### config.mk
export PLATFORM = sky130hd
export DESIGN_NAME = gpb_port_bank
export DESIGN_NICKNAME = d
export VERILOG_FILES = /design/src/hdl/gpb_pkg.sv /design/src/hdl/gpb_port_bank.sv /design/src/hdl/gpb_regs.sv
export SDC_FILE = /design/constraint.sdc
export NUM_CORES = 1
export LEC_CHECK = 0
export ABC_AREA = 1
export BUFFER_PORTS_ARGS = -buffer_cell sky130_fd_sc_hd__buf_2
export CORE_MARGIN = 4
export CORE_UTILIZATION = 42
export CTS_BUF_LIST = sky130_fd_sc_hd__clkbuf_2
export DETAILED_ROUTE_END_ITERATION = 16
export SETUP_SLACK_MARGIN = 0.02
export SYNTH_ARGS = -nofsm -noshare
export SYNTH_HDL_FRONTEND = slang
export SYNTH_SLANG_ARGS = --single-unit
### constraint.sdc
create_clock -name clk -period 5.3 [get_ports clk]
set_clock_uncertainty 0.15 [all_clocks]
set_input_delay 1.59 -clock clk [delete_from_list [all_inputs] [get_ports clk]]
set_output_delay 1.59 -clock clk [all_outputs]
set_load 0.02 [all_outputs]
### src/hdl/gpb_pkg.sv
// Constants, register map and decode helpers for the general purpose port bank.
package gpb_pkg;
  localparam int NPORT = 7;
  localparam int PW = 8;
  localparam int NPIN = 56;
  localparam int AW = 5;
  localparam int NREG = 22;
  // Register kinds; each port owns three consecutive indexes.
  localparam logic [1:0] K_DATA = 2'h0;
  localparam logic [1:0] K_DIR = 2'h1;
  localparam logic [1:0] K_PULL = 2'h2;
  localparam logic [1:0] K_WAKE = 2'h3;
  localparam logic [4:0] REGS_PER_PORT = 5'h03;
  localparam logic [4:0] WAKE_IDX = 5'h15;
  localparam logic [2:0] PORT_A = 3'h0;
  localparam logic [2:0] PORT_B = 3'h1;
  localparam logic [2:0] PORT_C = 3'h2;
  // Implemented-bit masks and reset values.
  localparam logic [7:0] FULL_MASK = 8'hFF;
  localparam logic [7:0] PC_MASK = 8'hC3;
  localparam logic [7:0] DATA_RST = 8'hFF;
  localparam logic [7:0] DIR_RST = 8'hFF;
  localparam logic [7:0] PULL_RST = 8'h00;
  localparam logic [7:0] WAKE_RST = 8'h00;
  localparam logic [7:0] ZERO8 = 8'h00;
  localparam logic [55:0] ZERO56 = 56'h0;

  // Index of a port register of the given kind.
  function automatic logic [4:0] gpb_reg_idx(input logic [2:0] port,
                                             input logic [1:0] kind);
    gpb_reg_idx = {2'h0, port} * REGS_PER_PORT + {3'h0, kind};
  endfunction : gpb_reg_idx

  // Port number owning an index.
  function automatic logic [2:0] gpb_port_of(input logic [4:0] addr);
    logic [4:0] q;
    q = addr / REGS_PER_PORT;
    gpb_port_of = q[2:0];
  endfunction : gpb_port_of

  // Kind of register at an index.
  function automatic logic [1:0] gpb_kind_of(input logic [4:0] addr);
    logic [4:0] r;
    r = addr % REGS_PER_PORT;
    gpb_kind_of = (addr == WAKE_IDX) ? K_WAKE : r[1:0];
  endfunction : gpb_kind_of

  // Implemented bits of a port.
  function automatic logic [7:0] gpb_mask_of(input logic [2:0] port);
    gpb_mask_of = (port == PORT_C) ? PC_MASK : FULL_MASK;
  endfunction : gpb_mask_of

  // True for a mapped index.
  function automatic logic gpb_valid(input logic [4:0] addr);
    gpb_valid = (addr <= WAKE_IDX);
  endfunction : gpb_valid

  // Reset value of a mapped index, with unimplemented bits cleared.
  function automatic logic [7:0] gpb_rst_of(input logic [4:0] addr);
    logic [7:0] v;
    case (gpb_kind_of(addr))
      K_DATA: v = DATA_RST;
      K_DIR: v = DIR_RST;
      K_PULL: v = PULL_RST;
      default: v = WAKE_RST;
    endcase
    gpb_rst_of = v & gpb_mask_of(gpb_port_of(addr));
  endfunction : gpb_rst_of
endpackage : gpb_pkg

### src/hdl/gpb_port_bank.sv
// Seven-port general purpose I/O bank with pull-high and port A wake-up.
`timescale 1ns/1ps
module gpb_port_bank (
  // Clock and control
  input wire logic clk,
  input wire logic srst,
  input wire logic ce,
  // Data-memory access
  input wire logic mem_wr_en,
  input wire logic mem_rd_en,
  input wire logic [4:0] mem_addr,
  input wire logic [7:0] mem_wr_data,
  output logic [7:0] mem_rd_data,
  output logic mem_rd_valid,
  // Pins, port A in bits 7:0 up to port G in bits 55:48
  input wire logic [55:0] pin_in,
  output logic [55:0] pin_out,
  output logic [55:0] pin_oe,
  output logic [55:0] pin_pullup_en,
  // Shared-function selection per pin
  input wire logic [55:0] pin_gpio_sel,
  input wire logic [55:0] pin_nmos_sel,
  // Power management
  input wire logic sleep_mode,
  output logic wake_req
);
  typedef struct packed {
    logic [55:0] pin_out;
    logic [55:0] pin_oe;
    logic [55:0] pin_pull;
    logic [7:0] pa_prev;
    logic wake;
    logic s1_valid;
    logic s1_is_data;
    logic [7:0] s1_pin;
    logic [7:0] s1_dir;
    logic [7:0] s1_mask;
    logic [7:0] rd_data;
    logic rd_valid;
  } gpb_bank_st_t;

  gpb_bank_st_t st_ff;
  gpb_bank_st_t nxt_st;

  logic [gpb_pkg::NREG-1:0][7:0] words;
  logic [7:0] rd_q;
  logic [55:0] data_all;
  logic [55:0] dir_all;
  logic [55:0] pull_all;
  logic [55:0] mask_all;
  logic [7:0] pa_armed;
  logic [2:0] rd_port;

  // Storage for all port registers.
  gpb_regs u_regs (
    .clk(clk),
    .srst(srst),
    .ce(ce),
    .wr_en(mem_wr_en),
    .wr_addr(mem_addr),
    .wr_data(mem_wr_data),
    .rd_en(mem_rd_en),
    .rd_addr(mem_addr),
    .rd_q(rd_q),
    .words(words)
  );

  // Flatten the per-port registers into pin-wide vectors.
  always_comb begin
    for (int p = 0; p < gpb_pkg::NPORT; p++) begin
      data_all[p*8 +: 8] =
        words[gpb_pkg::gpb_reg_idx(3'(p), gpb_pkg::K_DATA)];
      dir_all[p*8 +: 8] =
        words[gpb_pkg::gpb_reg_idx(3'(p), gpb_pkg::K_DIR)];
      pull_all[p*8 +: 8] =
        words[gpb_pkg::gpb_reg_idx(3'(p), gpb_pkg::K_PULL)];
      mask_all[p*8 +: 8] = gpb_pkg::gpb_mask_of(3'(p));
    end
  end

  // Port A pins that may wake the device: enabled, input, GPIO function.
  assign pa_armed = words[gpb_pkg::WAKE_IDX] & dir_all[7:0] &
                    pin_gpio_sel[7:0];
  assign rd_port = gpb_pkg::gpb_port_of(mem_addr);

  // Next-state logic: pin drivers, two-stage read path and wake detect.
  always_comb begin
    nxt_st = st_ff;
    // Driver follows the latch on outputs and is off on inputs.
    nxt_st.pin_out = data_all & mask_all;
    nxt_st.pin_oe = ~dir_all & mask_all;
    // Pull-high only for a GPIO input or an open-drain output function.
    nxt_st.pin_pull = pull_all & mask_all &
      ((pin_gpio_sel & dir_all) | pin_nmos_sel);
    // Stage one samples the pin level on the read edge itself.
    nxt_st.s1_valid = mem_rd_en;
    if (mem_rd_en) begin
      nxt_st.s1_is_data = gpb_pkg::gpb_valid(mem_addr) &&
        (gpb_pkg::gpb_kind_of(mem_addr) == gpb_pkg::K_DATA);
      nxt_st.s1_pin = gpb_pkg::ZERO8;
      nxt_st.s1_dir = gpb_pkg::ZERO8;
      nxt_st.s1_mask = gpb_pkg::FULL_MASK;
      if (nxt_st.s1_is_data) begin
        nxt_st.s1_pin = pin_in[int'(rd_port)*8 +: 8];
        nxt_st.s1_dir = dir_all[int'(rd_port)*8 +: 8];
        nxt_st.s1_mask = gpb_pkg::gpb_mask_of(rd_port);
      end
    end
    // Stage two merges pin levels for inputs and latch values for outputs.
    nxt_st.rd_valid = st_ff.s1_valid;
    if (st_ff.s1_valid) begin
      if (st_ff.s1_is_data) begin
        nxt_st.rd_data = ((st_ff.s1_pin & st_ff.s1_dir) |
          (rd_q & ~st_ff.s1_dir)) & st_ff.s1_mask;
      end else begin
        nxt_st.rd_data = rd_q;
      end
    end
    // A high-to-low step on an armed port A pin wakes the core.
    nxt_st.pa_prev = pin_in[7:0];
    nxt_st.wake = sleep_mode &&
      (|(pa_armed & st_ff.pa_prev & ~pin_in[7:0]));
  end

  // State register; reset parks every driver and pull-high off.
  always_ff @(posedge clk) begin
    if (srst) begin
      st_ff <= '0;
    end else if (ce) begin
      st_ff <= nxt_st;
    end
  end

  // Outputs come straight from the state register.
  assign pin_out = st_ff.pin_out;
  assign pin_oe = st_ff.pin_oe;
  assign pin_pullup_en = st_ff.pin_pull;
  assign mem_rd_data = st_ff.rd_data;
  assign mem_rd_valid = st_ff.rd_valid;
  assign wake_req = st_ff.wake;

  // Fixed indexes used by the checks below.
  localparam logic [4:0] PB_DATA =
    gpb_pkg::gpb_reg_idx(gpb_pkg::PORT_B, gpb_pkg::K_DATA);
  localparam logic [4:0] PB_DIR =
    gpb_pkg::gpb_reg_idx(gpb_pkg::PORT_B, gpb_pkg::K_DIR);
  localparam logic [4:0] PB_PULL =
    gpb_pkg::gpb_reg_idx(gpb_pkg::PORT_B, gpb_pkg::K_PULL);
  localparam logic [4:0] PC_DATA =
    gpb_pkg::gpb_reg_idx(gpb_pkg::PORT_C, gpb_pkg::K_DATA);

  // A read answers exactly two enabled edges later.
  AST_RD_LATENCY: assert property (
    @(posedge clk) disable iff (srst)
    (ce && mem_rd_en) ##1 ce |=> mem_rd_valid
  ) else $error("read answer missing two cycles after request");

  // An input port read returns the pin level seen at the request edge.
  AST_RD_PIN: assert property (
    @(posedge clk) disable iff (srst)
    (ce && mem_rd_en && !mem_wr_en && mem_addr == PB_DATA &&
     words[PB_DIR] == gpb_pkg::FULL_MASK) ##1 ce
    |=> mem_rd_data == $past(pin_in[15:8], 2)
  ) else $error("input read did not return sampled pin level");

  // An output port read returns the latch, never the pin.
  AST_RD_LATCH: assert property (
    @(posedge clk) disable iff (srst)
    (ce && mem_rd_en && !mem_wr_en && mem_addr == PB_DATA &&
     words[PB_DIR] == gpb_pkg::ZERO8) ##1 ce
    |=> mem_rd_data == $past(words[PB_DATA], 2)
  ) else $error("output read did not return latch value");

  // Without writes the output latches and drivers keep their value.
  AST_LATCH_HOLD: assert property (
    @(posedge clk) disable iff (srst)
    (ce && !mem_wr_en) [*3] |=> $stable(pin_out) && $stable(pin_oe)
  ) else $error("output latch changed without a write");

  // Drivers are enabled exactly on implemented pins set as outputs.
  AST_OE_DIR: assert property (
    @(posedge clk) disable iff (srst)
    ce |=> pin_oe == (~$past(dir_all) & $past(mask_all))
  ) else $error("driver enable does not follow direction");

  // The driven level is the latch value of the pin.
  AST_OUT_LATCH: assert property (
    @(posedge clk) disable iff (srst)
    ce |=> pin_out == ($past(data_all) & $past(mask_all))
  ) else $error("pin driver does not present latch value");

  // No pull-high unless the pin function permits it and the bit is set.
  AST_PULL_GATE: assert property (
    @(posedge clk) disable iff (srst)
    ce |=> (pin_pullup_en & ~(($past(pin_gpio_sel) | $past(pin_nmos_sel)) &
            $past(pull_all))) == gpb_pkg::ZERO56
  ) else $error("pull-high on while not permitted");

  // Unimplemented port C bits always read as zero.
  AST_PC_MASK: assert property (
    @(posedge clk) disable iff (srst)
    (ce && mem_rd_en && mem_addr == PC_DATA) ##1 ce
    |=> (mem_rd_data & ~gpb_pkg::PC_MASK) == gpb_pkg::ZERO8
  ) else $error("unimplemented port C bit read as one");

  // In sleep, a falling edge on armed port A pin 0 raises a wake request.
  AST_WAKE: assert property (
    @(posedge clk) disable iff (srst)
    ce && sleep_mode && pa_armed[0] && st_ff.pa_prev[0] && !pin_in[0]
    |=> wake_req
  ) else $error("port A falling edge did not wake the device");

  // Reset leaves no driver and no pull-high enabled.
  AST_RESET: assert property (
    @(posedge clk)
    srst |=> pin_oe == gpb_pkg::ZERO56 && pin_pullup_en == gpb_pkg::ZERO56
  ) else $error("reset left a driver or pull-high on");

  // Without a read request no answer follows two cycles later.
  AST_RD_QUIET: assert property (
    @(posedge clk) disable iff (srst)
    (ce && !mem_rd_en) ##1 ce |=> !mem_rd_valid
  ) else $error("read answer without a request");

  // Indexes beyond the map read back as zero.
  AST_RD_UNMAPPED: assert property (
    @(posedge clk) disable iff (srst)
    (ce && mem_rd_en && mem_addr > gpb_pkg::WAKE_IDX) ##1 ce
    |=> mem_rd_data == gpb_pkg::ZERO8
  ) else $error("unmapped index did not read as zero");

  // Writes beyond the map leave every register untouched.
  AST_WR_UNMAPPED: assert property (
    @(posedge clk) disable iff (srst)
    ce && mem_wr_en && mem_addr > gpb_pkg::WAKE_IDX |=> $stable(words)
  ) else $error("unmapped write changed a register");

  // A data write lands in the output latch at the next edge.
  AST_WR_DATA: assert property (
    @(posedge clk) disable iff (srst)
    ce && mem_wr_en && mem_addr == PB_DATA
    |=> words[PB_DATA] == $past(mem_wr_data)
  ) else $error("data write did not reach the output latch");

  // The output latch moves only when it is written.
  AST_DATA_KEEP: assert property (
    @(posedge clk) disable iff (srst)
    !(ce && mem_wr_en && mem_addr == PB_DATA) |=> $stable(words[PB_DATA])
  ) else $error("output latch changed without a write");

  // A direction write takes effect at the next edge.
  AST_WR_DIR: assert property (
    @(posedge clk) disable iff (srst)
    ce && mem_wr_en && mem_addr == PB_DIR
    |=> words[PB_DIR] == $past(mem_wr_data)
  ) else $error("direction write did not land");

  // A pull-high write takes effect at the next edge.
  AST_WR_PULL: assert property (
    @(posedge clk) disable iff (srst)
    ce && mem_wr_en && mem_addr == PB_PULL
    |=> words[PB_PULL] == $past(mem_wr_data)
  ) else $error("pull-high write did not land");

  // Only the implemented port C bits are stored.
  AST_WR_PC: assert property (
    @(posedge clk) disable iff (srst)
    ce && mem_wr_en && mem_addr == PC_DATA
    |=> words[PC_DATA] == ($past(mem_wr_data) & gpb_pkg::PC_MASK)
  ) else $error("port C stored an unimplemented bit");

  // The port A wake enable register stores a full byte.
  AST_WR_WAKE: assert property (
    @(posedge clk) disable iff (srst)
    ce && mem_wr_en && mem_addr == gpb_pkg::WAKE_IDX
    |=> words[gpb_pkg::WAKE_IDX] == $past(mem_wr_data)
  ) else $error("wake enable write did not land");

  // An enabled pull-high on a GPIO input is switched on.
  AST_PULL_ON: assert property (
    @(posedge clk) disable iff (srst)
    ce |=> (~pin_pullup_en & $past(pin_gpio_sel) & $past(dir_all) &
            $past(pull_all) & $past(mask_all)) == gpb_pkg::ZERO56
  ) else $error("permitted pull-high stayed off");

  // A push-pull output never gets a pull-high, which would waste current.
  AST_PULL_OUT: assert property (
    @(posedge clk) disable iff (srst)
    ce |=> (pin_pullup_en & ~$past(dir_all) & ~$past(pin_nmos_sel)) ==
           gpb_pkg::ZERO56
  ) else $error("pull-high on a push-pull output");

  // Missing port C pins stay quiet, so no absent pad is ever driven.
  AST_PC_PINS: assert property (
    @(posedge clk) disable iff (srst)
    ((pin_oe | pin_out | pin_pullup_en) & ~mask_all) == gpb_pkg::ZERO56
  ) else $error("unimplemented port C pin is active");

  // No wake request leaves the bank outside sleep mode.
  AST_WAKE_AWAKE: assert property (
    @(posedge clk) disable iff (srst)
    ce && !sleep_mode |=> !wake_req
  ) else $error("wake request while running");

  // Without a falling edge on an armed pin there is no wake request.
  AST_WAKE_CAUSE: assert property (
    @(posedge clk) disable iff (srst)
    ce && (pa_armed & st_ff.pa_prev & ~pin_in[7:0]) == gpb_pkg::ZERO8
    |=> !wake_req
  ) else $error("wake request without an armed falling edge");
endmodule : gpb_port_bank

### src/hdl/gpb_regs.sv
// Register storage of the port bank with a registered read port.
`timescale 1ns/1ps
module gpb_regs (
  // Clock and control
  input wire logic clk,
  input wire logic srst,
  input wire logic ce,
  // Write port
  input wire logic wr_en,
  input wire logic [4:0] wr_addr,
  input wire logic [7:0] wr_data,
  // Read port
  input wire logic rd_en,
  input wire logic [4:0] rd_addr,
  output logic [7:0] rd_q,
  // All stored words, for the pin logic
  output logic [gpb_pkg::NREG-1:0][7:0] words
);
  typedef struct packed {
    logic [gpb_pkg::NREG-1:0][7:0] mem;
    logic [7:0] rd_q;
  } gpb_regs_st_t;

  gpb_regs_st_t st_ff;
  gpb_regs_st_t nxt_st;
  gpb_regs_st_t rst_st;

  // Writes store only implemented bits; the whole byte is replaced, so bits
  // that equal their old value simply keep it.
  always_comb begin
    nxt_st = st_ff;
    rst_st.rd_q = gpb_pkg::ZERO8;
    for (int i = 0; i < gpb_pkg::NREG; i++) begin
      rst_st.mem[i] = gpb_pkg::gpb_rst_of(5'(i));
    end
    if (wr_en && gpb_pkg::gpb_valid(wr_addr)) begin
      nxt_st.mem[wr_addr] = wr_data &
        gpb_pkg::gpb_mask_of(gpb_pkg::gpb_port_of(wr_addr));
    end
    if (rd_en) begin
      nxt_st.rd_q = gpb_pkg::gpb_valid(rd_addr) ? st_ff.mem[rd_addr]
                                                : gpb_pkg::ZERO8;
    end
  end

  // Reset loads documented values; a low enable freezes everything.
  always_ff @(posedge clk) begin
    if (srst) begin
      st_ff <= rst_st;
    end else if (ce) begin
      st_ff <= nxt_st;
    end
  end

  assign rd_q = st_ff.rd_q;
  assign words = st_ff.mem;
endmodule : gpb_regs
# Word level (Yosys, flattened, before mapping)
# Index checks and enable logic that the tools add are counted.
word_totals:
  ff_bits: 388
  input_bits: 187
  out_inout_bits: 178
  word_cells: 78
classes:
  div_mod_pow: 2
  n_lt_le_gt_ge: 3
  eq_ne: 2
  shifts: 2
  n_mux: 10
  bitwise_logic: 15
  n_reduce_logical: 9
ops:
  columns: ["cell", "count"]
  rows:
  - ["bitwise mux 176 bit", 1]
  - ["AND 56 bit", 2]
  - ["indexed part select 56 x 7 -> 8 bit", 2]
  - ["AND 8 bit", 8]
  - ["inverter 56 bit", 1]
  - ["bitwise OR 56 bit", 1]
  - ["binary-select mux 8 bit (select 5 bit)", 1]
  - ["demux 8 bit (select 5 bit)", 1]
  - ["2-to-1 mux 8 bit", 4]
  - ["2-to-1 mux 24 bit", 1]
  - ["inverter 8 bit", 2]
  - ["bitwise OR 8 bit", 1]
  - ["OR reduction 8 bit", 1]
  - ["less-than comparator 5 x 6 -> 1 bit, second input constant", 1]
  - ["2-to-1 mux 6 bit", 1]
  - ["AND reduction 2 bit", 3]
  - ["divider 5 x 2 -> 5 bit, second input constant", 1]
  - ["equality test 5 bit, second input constant", 1]
  - ["greater-or-equal comparator 5 x 1 -> 1 bit, second input constant", 1]
  - ["<= comparator 5 bit, second input constant", 1]
  - ["modulo 5 x 2 -> 5 bit, second input constant", 1]
  - ["logical AND 1 bit", 4]
  - ["equality test 3 x 2 -> 1 bit, second input constant", 1]
  - ["logical NOT 2 bit", 1]
  - ["2-to-1 mux 2 bit", 1]

# Longest topological paths before layout
logic_depth:
  ltp_word: 6
  depth_mapped: 18
  ltp_nobuf: 16

# Modules after synthesis
# Synthesis repeated with hierarchy kept, for this count alone.
hier_totals:
  cells_unflattened: 2490
  hier_area_um2: 18197.5
modules_own_cells:
  columns: ["mod", "n_inst", "cells_each", "area_each_um2"]
  rows:
  - ["gpb_port_bank", 1, 1414, 10024.6]
  - ["gpb_regs", 1, 1076, 8172.8]

# Worst setup path after synthesis
# No wires, ideal clock.
synth_timing:
  path_type: "in2reg"
  from: "input port mem_addr[2]"
  to: "register st_ff[28] (netlist name)"
  setup_time_ps: 132
  arrival_ps: 3335
  required_ps: 5018
  setup_slack_ps: 1683
  path_stages: 17
  n_path_buf: 3
  path_cell_list: "buf_4 nand3_2 inv_1 nor2_1 ha_1 inv_1 nand3_1 a21oi_2 nand3_2 buf_4 buf_6 nand2_1 nand3_1 nand2_1 nand2_1 nand2_1 a21oi_1"
synth_via:
  elab_chain_len: 5
  elab_cells_between_ends: 9
synth_rtl:
  columns: ["item", "line_no", "text"]
  rows:
  - ["from (decl)", "gpb_port_bank.sv:11", "input wire logic [4:0] mem_addr,"]
  - ["branches (longest 4 deep; another with divider 5 x 2 -> 5 bit)", null, null]
  - ["2-to-1 mux 24 bit (*)", "gpb_port_bank.sv:103", "if (nxt_st.s1_is_data) begin"]
  - ["to (signal assigned)", "gpb_port_bank.sv:130", "st_ff <= nxt_st;"]
  - ["to (decl)", "gpb_port_bank.sv:42", "gpb_bank_st_t st_ff;"]
# Mark *: on every way between the ends.
# A chain may end at the register's enable or synchronous reset.

# Worst setup path after layout
layout_timing:
  from: "input port mem_addr[3]"
  to: "register st_ff[18] (netlist name)"
layout_via:
  elab_chain_len: 5
  elab_cells_between_ends: 9
layout_rtl:
  columns: ["item", "line_no"]
  rows:
  - ["branches (longest 4 deep; another with divider 5 x 2 -> 5 bit)", null]
  - ["2-to-1 mux 24 bit (*)", "gpb_port_bank.sv:103"]
# Marks and branches as above.

==> results.py <==
metrics = {
    "outcome": {
        "status": "complete, no violations",
    },
    "final_layout": {
        "fillers": 4232,
        "drive_gt1_share_pct": 21.6,
        "nets": 2676,
        "area_delta_synth_final_pct": 9.18,
        "final_common_cell": "dfxtp_1",
        "final_cell_mix": "dfxtp_1 (378), o21ai_0 (360), buf_2 (343)",
    },
    "sta": {
        "worstMarginPinSlew_ns": 1.04,
        "finalSetupViolCount": 0,
        "max_clock_freq_mhz": 269,
        "setup_ws_ns": 1.58,
        "slew_violations": 0,
        "rsz0062_at_grt": "no",
        "setup_tns_ns": 0,
        "finalCriticalPeriod_ns": 3.72,
        "post-route-period-util_pct": 70.1,
        "hold_violations": 0,
        "slew_headroom_pct": 30.9,
    },
    "global_route": {
        "grtUsageTotal_pct": 28.1,
        "grt_max_degree": 121,
        "grt_pass1_vias": 15800,
        "grt-ovfl-total": 0,
        "antenna_found_initial": 3,
        "grt_pass1_wl_um": 96300,
    },
    "pwr": {
        "switching_share_pct": 31.7,
        "p_switching_mw": 1.82,
        "clockPowerShare_pct": 33.7,
        "p_int_mw": 3.92,
        "p_leak_nw": 9.01,
        "combPwrFrac_pct": 14.4,
        "power_frac_seq_pct": 51.9,
        "power_density_nw_per_um2": 303,
        "max-vdd-ir-drop_uv": 144,
    },
    "clock_tree": {
        "cts_tree": "done",
        "cts-root-buf": "clkbuf_2",
        "cts_setup_buffers": 0,
        "cts-resized-gates": 0,
        "h-tree-depth": 3,
        "clock_sinks": 378,
        "clk_latency_ns": 1.01,
        "cts_buffer_depth": 3,
        "cts_inserted_buffers": 98,
        "path_clk_slew_ns": 0.09,
        "ctsHoldBuffers": 0,
    },
    "floorplan": {
        "rows": 74,
        "core_area_um2": 40800,
        "start_util_pct": 42.5,
        "fp.dieW_um": 211,
        "die_area_um2": 44600,
        "ios": 365,
        "fp.dieH_um": 211,
    },
    "setup_path": {
        "max_stage_delay_ns": 0.43,
        "timing.rr.start": "u_regs.words[157]",
        "worstPathRequired_ns": 6.06,
        "crit_chain": "buf_2, inv_1, nand3_2, inv_1, nor2_1, ha_1, inv_1, nand3_1, nand3_1, a21oi_4, nand3_2, nand2_1, nand3_2, a21oi_1, nand2_1, a21oi_1",
        "crit_start": "mem_addr[3]",
        "cp-start-kind": "primary input",
        "arrival_ns": 4.48,
        "worst_path_max_delay_cell": "a21oi_1",
        "cp_top_family": "simple AND/OR/NAND/NOR gates",
        "path_buf_inv": 4,
        "crit_fanout": 18,
        "criticalPathCategory": "in2reg",
        "worstSetupEndpointType": "flop",
    },
    "hold_path": {
        "min-delay-start": "mem_rd_valid",
        "hp-class": "reg2reg",
    },
    "place": {
        "dp_slack_ns": 0.700,
        "gp_congestion": 0.998,
        "port_buffers": 344,
        "hpwl_um": 46000,
    },
    "yosys": {
        "synth_edf_count": 0,
        "synth_area_um2": 17300,
        "syn_area_per_cell_um2": 7.42,
        "synthSimpleGateAreaFrac_pct": 15.0,
        "ys_seq_area_share_pct": 43.6,
        "syn_inst": 2337,
        "synth-async-reset-ratio_pct": 0,
        "synthAdderAreaFrac_pct": 0.144,
        "synth_flop_cell": "dfxtp_1",
        "ys_seq_elements": 378,
        "ys_types": 37,
        "synth_compound_area_share_pct": 26.1,
        "synth_top_family_by_area": "compound AO/OA/AOI/OAI gates",
        "synthMuxAreaShare_pct": 0,
        "yosysWarnings": 0,
        "synthXorXnorAreaFrac_pct": 0,
    },
    "drt": {
        "via_per_inst": 5.51,
        "routed_wl_um": 65900,
        "wl_per_cell_um": 21.4,
        "ant_nets": 0,
        "drc": 0,
        "dr.pass1.iters": 8,
        "drt_iter0_drc": 1831,
        "num_vias": 17000,
    },
    "job": {
        "maxCapViolCount": 0,
    },
}
-- metal layers --
| layer | global-route usage (%) | vias to the layer above | routed length, µm | share of wire (%) |
|---|---|---|---|---|
| met4 | 10.0 | 4 | 1940 | 2.9 |
| li1 | - | 8132 | - | - |
| met2 | 44.5 | 821 | 30100 | 46 |
| met5 | 0 | - | 26 | 0.039 |
| met1 | 38.1 | 7899 | 27700 | 42 |
| met3 | 6.02 | 126 | 6190 | 9.4 |
-- per-stage QoR --
stage | utilization, % | area (µm²) | power [mW] | hold WS [ns] | cells
global placement | 44.4 | 18100 | 3.85 | 0.296 | 2919
CTS | 46.4 | 18900 | 5.78 | 0.317 | 3080
detailed placement | 44.4 | 18100 | 3.86 | 0.303 | 2919
floorplan | - | 17400 | 3.64 | 0.281 | 2348
global route | 46.4 | 18900 | 6.02 | 0.343 | 3081
finish | 46.4 | 18900 | 5.74 | 0.316 | 3082
-- registers in the layout, summed over array words and instances, names as in the netlist --
name	count
mem_rd_data	8
mem_rd_valid	1
nxt_st	1
pin_oe	52
pin_out	52
pin_pullup_en	52
st_ff	27
u_regs.rd_q	8
u_regs.words	176
wake_req	1
-- worst min-delay path: cells and delay by family, from the launching register on --
family,cells,cell delay [ns]
compound gates,1,0.05
flops,1,0.31
simple gates,1,0.06
-- Yosys cell counts (all sizes together) (7+ instances only) --
master / n / share of area (%)
a22oi: 64 / 2.8
o22ai: 7 / 0.25
nor2: 160 / 3.5
nand3: 75 / 2.3
o21ai: 360 / 10
a21oi: 325 / 9.4
or2: 9 / 0.32
nand4: 39 / 1.4
dfxtp: 378 / 44
inv: 165 / 3.6
nor3: 26 / 0.78
clkbuf: 137 / 3.0
o211ai: 60 / 2.6
buf: 204 / 8.5
nand2: 304 / 6.6
-- power by group through the flow --
stage	Sequential, mW	Combinational [mW]	Clock (mW)
final	2.98	0.824	1.94
after global routing	2.99	0.894	2.14
after CTS	2.98	0.818	1.98
after detailed placement	3.04	0.814	0
after floorplan	3.03	0.613	0
after global placement	3.04	0.806	0
-- layout make-up --
| cell class | instances | area (µm²) | share of cell area [%] |
|---|---|---|---|
| Inverter | 170 | 643 | 3.40 |
| Sequential cell | 378 | 7570 | 39.9 |
| Tap cell | 532 | 666 | 3.51 |
| Clock buffer | 139 | 696 | 3.67 |
| Multi-Input combinational cell | 1459 | 7210 | 38.1 |
| Clock inverter | 22 | 109 | 0.575 |
| Timing Repair Buffer | 380 | 2050 | 10.8 |
| Antenna cell | 2 | 5.00 | 0.0264 |
-- worst paths after layout --
kind | endpoint | slack [ns] | depth (start not counted)
min | mem_rd_valid | 0.32 | 2
min reg2reg | mem_rd_valid | 0.32 | 2
max | st_ff[18] | 1.58 | 16
max reg2reg | u_regs.rd_q[5] | 3.26 | 5
-- cell families (layout without fill, tap and decap cells) --
kind of cell	Yosys count	after routing
other cells	1	14
compound gates	830	830
flops	378	378
fa+ha+maj	2	2
simple gates	615	615
buf+inv	511	711
Note: power is estimated with default switching activity, not from simulation.
